File: config.mk
export PLATFORM = sky130hd
export DESIGN_NAME = ram_section_power_retention
export DESIGN_NICKNAME = d
export VERILOG_FILES = /design/src/design/ram_power_pkg.sv /design/src/design/ram_bank_ctrl.sv /design/src/design/ram_section_power_retention.sv
export SDC_FILE = /design/constraint.sdc
export NUM_CORES = 1
export LEC_CHECK = 0
export BUFFER_PORTS_ARGS = -buffer_cell sky130_fd_sc_hd__buf_4
export CAP_MARGIN = 20
export CORE_ASPECT_RATIO = 1.25
export CORE_MARGIN = 10
export CORE_UTILIZATION = 50
export CTS_CLUSTER_DIAMETER = 40
export DETAILED_ROUTE_END_ITERATION = 10
export GPL_TIMING_DRIVEN = 1
export PLACE_DENSITY = 0.76
export SKIP_CTS_REPAIR_TIMING = 1
export SKIP_LAST_GASP = 1
export SYNTH_ARGS = -nofsm -noshare
export SYNTH_HDL_FRONTEND = slang
export SYNTH_SLANG_ARGS = --single-unit
File: constraint.sdc
create_clock -name I_CLOCK -period 6.1 [get_ports I_CLOCK]
set_clock_uncertainty 0.15 [all_clocks]
set_input_delay 0.61 -clock I_CLOCK [delete_from_list [all_inputs] [get_ports I_CLOCK]]
set_output_delay 0.61 -clock I_CLOCK [all_outputs]
set_load 0.02 [all_outputs]
File: src/design/ram_power_pkg.sv
// constants and types for the ram section power and retention block
//------------------------------------------------------------------
// Contract
// - powered section always keeps its contents
// - unpowered section keeps contents only if retained
// - system off forces every section off
// - upper sixteen bits are retention enables, reset zero
// - control word read/write at 0x930
// - set alias at 0x934 switches sections on
// - bank 2 clear alias at 0x928 clears bits
//------------------------------------------------------------------
package ram_power_pkg;
	localparam int          SECTIONS      = 16;
	localparam int          ADDR_W        = 12;
	localparam int          DATA_W        = 32;
	localparam logic [11:0] BANK2_CTRL_OFF = 12'h920;
	localparam logic [11:0] BANK2_SET_OFF  = 12'h924;
	localparam logic [11:0] BANK2_CLR_OFF  = 12'h928;
	localparam logic [11:0] BANK3_CTRL_OFF = 12'h930;
	localparam logic [11:0] BANK3_SET_OFF  = 12'h934;
	localparam logic [31:0] CTRL_RESET     = 32'h0000FFFF;
	localparam logic [31:0] POWER_MASK     = 32'h0000FFFF;
	localparam logic [31:0] ZERO_WORD      = 32'h00000000;

	// control word split into power and retention halves
	typedef struct packed {
		logic [15:0] keep_contents;
		logic [15:0] keep_on;
	} section_ctrl_type;

	// per-section supply state seen by the ram macros
	typedef struct packed {
		logic [15:0] supply_on;
		logic [15:0] retain;
	} section_drive_type;
endpackage

File: src/design/ram_bank_ctrl.sv
// one bank's power control word with set and clear aliases
`timescale 1ns/1ps
`default_nettype none
module ram_bank_ctrl
	import ram_power_pkg::*;
(
	// clock and reset
	input  wire logic             clk,
	input  wire logic             rst_n,
	// write requests
	input  wire logic             wr_word,
	input  wire logic             wr_set,
	input  wire logic             wr_clr,
	input  wire logic [31:0]      wdata,
	// state
	output section_ctrl_type      ctrl
);
	logic [31:0] ctrl_d;
	logic [31:0] ctrl_q;

	// next value of the control word
	always_comb begin
		ctrl_d = ctrl_q;
		if (wr_word) begin
			ctrl_d = wdata;
		end else if (wr_set) begin
			ctrl_d = ctrl_q | (wdata & POWER_MASK);
		end else if (wr_clr) begin
			ctrl_d = ctrl_q & ~wdata;
		end
	end

	// register with power bits on at reset
	always_ff @(posedge clk) begin
		if (!rst_n) begin
			ctrl_q <= CTRL_RESET;
		end else begin
			ctrl_q <= ctrl_d;
		end
	end

	assign ctrl = ctrl_q;
endmodule
`default_nettype wire

File: src/design/ram_section_power_retention.sv
// register slave and section supply logic for ram banks 2 and 3
//
// Chosen here: the address-and-strobe port.
`timescale 1ns/1ps
`default_nettype none
module ram_section_power_retention
	import ram_power_pkg::*;
(
	// clock and reset
	input  wire logic              I_CLOCK,
	input  wire logic              I_RST_N,
	// register port
	input  wire logic [11:0]       I_ADDR,
	input  wire logic [31:0]       I_WDATA,
	input  wire logic              I_WR,
	input  wire logic              I_RD,
	output logic      [31:0]       O_RDATA,
	// power mode
	input  wire logic              I_SYSTEM_OFF,
	// section drive
	output section_drive_type      O_BANK2_DRIVE,
	output section_drive_type      O_BANK3_DRIVE
);
	section_ctrl_type  bank2_ctrl;
	section_ctrl_type  bank3_ctrl;
	logic              b2_word;
	logic              b2_set;
	logic              b2_clr;
	logic              b3_word;
	logic              b3_set;
	logic [31:0]       rdata_d;
	logic [31:0]       rdata_q;
	section_drive_type b2_drive_d;
	section_drive_type b2_drive_q;
	section_drive_type b3_drive_d;
	section_drive_type b3_drive_q;

	//------------------------------------------------------------
	// address decode
	//------------------------------------------------------------
	// write strobes per register
	always_comb begin
		b2_word = 1'b0;
		b2_set  = 1'b0;
		b2_clr  = 1'b0;
		b3_word = 1'b0;
		b3_set  = 1'b0;
		if (!I_WR) begin
			b2_word = 1'b0;
		end else if (I_ADDR == BANK2_CTRL_OFF) begin
			b2_word = 1'b1;
		end else if (I_ADDR == BANK2_SET_OFF) begin
			b2_set = 1'b1;
		end else if (I_ADDR == BANK2_CLR_OFF) begin
			b2_clr = 1'b1;
		end else if (I_ADDR == BANK3_CTRL_OFF) begin
			b3_word = 1'b1;
		end else if (I_ADDR == BANK3_SET_OFF) begin
			b3_set = 1'b1;
		end
	end

	//------------------------------------------------------------
	// control words
	//------------------------------------------------------------
	ram_bank_ctrl u_bank2 (
		.clk     (I_CLOCK),
		.rst_n   (I_RST_N),
		.wr_word (b2_word),
		.wr_set  (b2_set),
		.wr_clr  (b2_clr),
		.wdata   (I_WDATA),
		.ctrl    (bank2_ctrl)
	);

	ram_bank_ctrl u_bank3 (
		.clk     (I_CLOCK),
		.rst_n   (I_RST_N),
		.wr_word (b3_word),
		.wr_set  (b3_set),
		.wr_clr  (1'b0),
		.wdata   (I_WDATA),
		.ctrl    (bank3_ctrl)
	);

	//------------------------------------------------------------
	// read path
	//------------------------------------------------------------
	// aliases and unmapped offsets read as zero
	always_comb begin
		rdata_d = ZERO_WORD;
		if (!I_RD) begin
			rdata_d = ZERO_WORD;
		end else if (I_ADDR == BANK2_CTRL_OFF) begin
			rdata_d = bank2_ctrl;
		end else if (I_ADDR == BANK3_CTRL_OFF) begin
			rdata_d = bank3_ctrl;
		end
	end

	always_ff @(posedge I_CLOCK) begin
		if (!I_RST_N) begin
			rdata_q <= ZERO_WORD;
		end else begin
			rdata_q <= rdata_d;
		end
	end

	assign O_RDATA = rdata_q;

	//------------------------------------------------------------
	// section supply and retention
	//------------------------------------------------------------
	// supply follows power bits unless system off; retain when on or retention bit set
	always_comb begin
		b2_drive_d.supply_on = I_SYSTEM_OFF ? 16'h0000 : bank2_ctrl.keep_on;
		b3_drive_d.supply_on = I_SYSTEM_OFF ? 16'h0000 : bank3_ctrl.keep_on;
		// powered sections always keep contents, off ones per retention bit
		b2_drive_d.retain = b2_drive_d.supply_on | bank2_ctrl.keep_contents;
		b3_drive_d.retain = b3_drive_d.supply_on | bank3_ctrl.keep_contents;
	end

	always_ff @(posedge I_CLOCK) begin
		if (!I_RST_N) begin
			b2_drive_q <= {CTRL_RESET[15:0], CTRL_RESET[15:0]};
			b3_drive_q <= {CTRL_RESET[15:0], CTRL_RESET[15:0]};
		end else begin
			b2_drive_q <= b2_drive_d;
			b3_drive_q <= b3_drive_d;
		end
	end

	assign O_BANK2_DRIVE = b2_drive_q;
	assign O_BANK3_DRIVE = b3_drive_q;
endmodule
`default_nettype wire

After elaboration in Yosys (flattened, before gate mapping)
Cells that the tools add are included.

Reduce and logical (&&, ||, !) cells: 3. Bitwise gates (word level): 6. Equality and inequality tests: 5. Multiplexer cells: 29.

Operators by type and width (number): $mux W32 (7); $or A32 B16 Y32 (2); $eq A12 B12 Y1 const B (5); $and A32 B32 Y32 (1); $mux W16 (2); $not A32 Y32 (1); $or A16 B16 Y16 (2); $mux W1 (20); $reduce_bool A3 Y1 (1); $reduce_and A2 Y1 (1); $reduce_bool A2 Y1 (1).

Input port bits: 49. Logic and storage cells: 50. Register bits after elaboration: 160. Output and inout bits: 96.

Depth between registers and ports, before layout
Depth in word-level cells: 9. Mapped depth: 7. Gate-level depth less buffers: 4.

Modules after synthesis
A second synthesis with hierarchy kept.

Cell total of the unflattened synthesis: 605. Area, all modules: 6082.1 um^2.

By module, submodules not included: ram_section_power_retention (cells an instance 287, seq. area each 1921.8 um^2, area each 3044.2 um^2, instances 1); ram_bank_ctrl (cells an instance 159, seq. area each 640.6 um^2, area each 1519.0 um^2, instances 2).

Worst setup path after synthesis
No wires, ideal clock.

Path kind: input -> register. Start point: in I_ADDR[0]. End point: reg u_bank3.ctrl_q[10] (netlist: u_bank3.ctrl[10]). Setup time: 0.129 ns. Setup slack: 3.651 ns. Path buffers: 2. Stages: 6. Required time: 5.821 ns. Data arrival time: 2.170 ns. Path through: or4b_4 -> or4_1 -> clkbuf_1 -> buf_2 -> a22oi_1 -> nand2_1.

Longest elaborated chain between the ends: 8. Elaborated cells on any way between the ends: 18. Those cells by class: eq/ne (5); mux (12); reduce/logical (1).

RTL lines: start: declaration (line ram_section_power_retention.sv:13) `input wire logic [11:0] I_ADDR,`; $eq A12 B12 Y1 (line ram_section_power_retention.sv:58) `end else if (I_ADDR == BANK3_SET_OFF) begin`; $mux W1 (line ram_section_power_retention.sv:58); $mux W1 (line ram_section_power_retention.sv:56) `end else if (I_ADDR == BANK3_CTRL_OFF) begin`; $mux W1 (line ram_section_power_retention.sv:54) `end else if (I_ADDR == BANK2_CLR_OFF) begin`; $mux W1 (line ram_section_power_retention.sv:52) `end else if (I_ADDR == BANK2_SET_OFF) begin`; $mux W1 (line ram_section_power_retention.sv:50) `end else if (I_ADDR == BANK2_CTRL_OFF) begin`; $mux W1 (line ram_section_power_retention.sv:48) `if (!I_WR) begin`; $reduce_bool A2 Y1 (no source line); end signal: assignment (line ram_bank_ctrl.sv:38) `ctrl_q <= ctrl_d;`; end: declaration (line ram_bank_ctrl.sv:19) `logic [31:0] ctrl_q;`.

Several ways; a longest one is shown, not always the timed one. A chain may end at the register's enable or synchronous reset.

==> metrics.yaml <==
status: "completed"
fin_nets: 766
rows: 43
htreeDepth: 4
arrival_ns: 2.80
min_from: "I_WDATA[15]"
post-route-drc-count: 0
cts_num_sinks: 160
boundaryPins: 145
cp_max_fo: 16
drt-vias-per-instance: 5.30
path_delay_family: "simple AND/OR/NAND/NOR gates"
clk_latency_ns: 0.42
rr_startpoint: "u_bank3.ctrl[3]"
synth_top_area_share_pct: 57.0
crit_buf_inv: 1
period_share_pct: 44.6
via_count: 4574
netlist_area_um2: 5620
critPathCaptureType: "register"
yosysUniqueCellTypes: 28
initial_core_util_pct: 50.9
drv_cap: 0
syn_area_per_cell_um2: 9.55
switchingPower_uw: 493
worstSetupStartpointType: "input port"
first_pass_iters: 5
power_uw: 2350
grt_pass1_wl_um: 24000
slew_headroom_pct: 34.5
synth.area.top_cells: "dfxtp_1 (57%), nand2_1 (6.4%), mux2i_1 (5.7%)"
antenna_found_initial: 0
yosysTopAreaCell: "dfxtp_1"
cts_root_buf: "clkbuf_16"
drt_wl_total_um: 15400
syn_inst: 588
worstSetupPathType: "in -> reg"
synth-edff-count: 0
cp.required_ns: 6.18
path_clk_slew_ns: 0.06
max_freq_mhz: 367
finalSetupTns_ns: 0
drt.antenna.violating_nets: 0
cp_common_cell: "nor4b_1"
instances_no_fill: 863
final-seq-area_um2: 3200
ir_drop_uv: 179
comb_power_share_pct: 6.7
io_buffers: 144
startpoint: "I_ADDR[0]"
hpwl_um: 10800
crit_chain: "buf_4, nor4b_1, nand4_1, nor4b_1, o211ai_1"
die_y_um: 139
power-per-cell-area_nw_per_um2: 317
antenna_cells: 0
cts_buffers: 17
grtUsageTotal_pct: 18.8
clockBufferDepth: 2
seq_power_share_pct: 45.9
power.leakage_uw: 0.00340
yosysSeqAreaShare_pct: 57.0
die_w_um: 115
multi_input_area_um2: 2150
die_area_um2: 15900
gp_congestion: 0.764
drtIter0Drc: 287
cp_slowest_cell: "nand4_1"
synthToLayoutAreaGrowth_pct: 31.6
syn-num-nets: 637
hold_ws_ns: 0.281
grt_overflow: 0
period_minus_slack_ns: 2.72
drive_gt1_share_pct: 29.4
power.share.clock_pct: 47.4
synth_flop_cell: "dfxtp_1"
fin_util_pct: 67.0
synth-async-reset-ratio_pct: 0
coreArea_um2: 11000
tritoncts: "yes"
yosysWarningCount: 0
critical-path-max-stage-delay_ns: 0.78
hold_violations: 0
wl_per_cell_um: 17.9
synth_seq_cells: 160
hp-class: "in -> reg"
rsz0062_at_grt: "no"
placed_cells: 833
worstMarginPinSlew_ns: 0.975
grt_pass1_vias: 4574
drv_slew: 0
fillers: 842
sw_frac_of_total_pct: 21.0
p_int_uw: 1850
grt_max_degree: 98
setup_viol: 0
==> worst paths after layout <==
check | end | slack [ns] | cells past startpoint
worst max-delay path | register | 3.38 | 5
worst min-delay path | u_bank3.ctrl[15] | 0.28 | 3
worst max register to register | O_BANK3_DRIVE[3] | 4.89 | 3
worst min register to register | u_bank3.ctrl[20] | 0.32 | 2
==> power groups by stage <==
stage | registers [uW] | logic [uW] | clock network, uW
floorplan | 1130 | 46.8 | 0
global placement | 1100 | 155 | 0
detailed placement | 1100 | 157 | 0
CTS | 1080 | 158 | 1120
global route | 1080 | 167 | 1170
finish | 1080 | 157 | 1110
==> logic make-up (layout without fill, tap and decap cells) <==
family          count (synthesis)  count (layout)  synth area share, %
mux                            32              32                 5.70
simple gates                  213             213                 19.6
flops                         160             160                 57.0
compound gates                112             112                 12.8
buf+inv                        71             211                 4.83
==> cell usage after synthesis (3+ instances only) <==
cell and n:
nor4_2 3, dfxtp_1 160, nor2b_1 16, nand2_1 96, nand4_1 4, a21boi_1 26, mux2i_1 32, o21ai_0 48
a21boi_0 6, or2_2 32, o211ai_1 16, clkbuf_1 33, nor4b_1 18, inv_1 33, a22oi_1 16, nor2_1 33
buf_2 4
==> registers in the layout, indices dropped and copies added, names as in the netlist, named ones only <==
register / count
O_BANK2_DRIVE: 32
O_BANK3_DRIVE: 32
O_RDATA: 32
u_bank3.ctrl: 32
u_bank2.ctrl: 16
==> worst min-delay path: cells and delay by family <==
family	cells	cell delay (ns)
buf+inv	1	0.09
simple gates	1	0.06
compound gates	1	0.06
==> per-stage QoR <==
step,worst slack (ns),area (um^2)
after floorplan,3.65,5620
after global placement,2.86,6750
after detailed placement,3.04,6770
after CTS,3.47,7390
after global routing,3.25,7390
final,3.38,7390
==> cells in the final DEF, fill, tap and decap left out, drive strengths merged, types with 2 or more instances in the layout <==
cell and instances:
or2 32, a21boi 32, nor2 33, nand2 96, inv 33, buf 148, nor2b 16, clkbuf 21
nor4b 18, o21ai 48, dfxtp 160, a22oi 16, bufinv 4, clkinvlp 2, nand4 4, nand4bb 2
clkinv 3, mux2i 32, o211ai 16, nor4 3
==> final cells by class <==
cell class              count  area share, %
clock inverters             9           2.13
well taps                 135           2.28
clock buffers              21           6.36
inverters                  33           1.68
flip-flops and latches    160           43.3
multi-input cells         357           29.1
repair buffers            148           15.1
==> metal layers <==
layer	up-vias	GRT usage, %	routed length [um]
li1	2227	-	-
met1	2130	21.8	6180
met2	185	31.3	7630
met3	32	5.93	1250
met4	0	7.44	372
met5	-	0	0
Note: power is estimated with default switching activity, not from simulation.
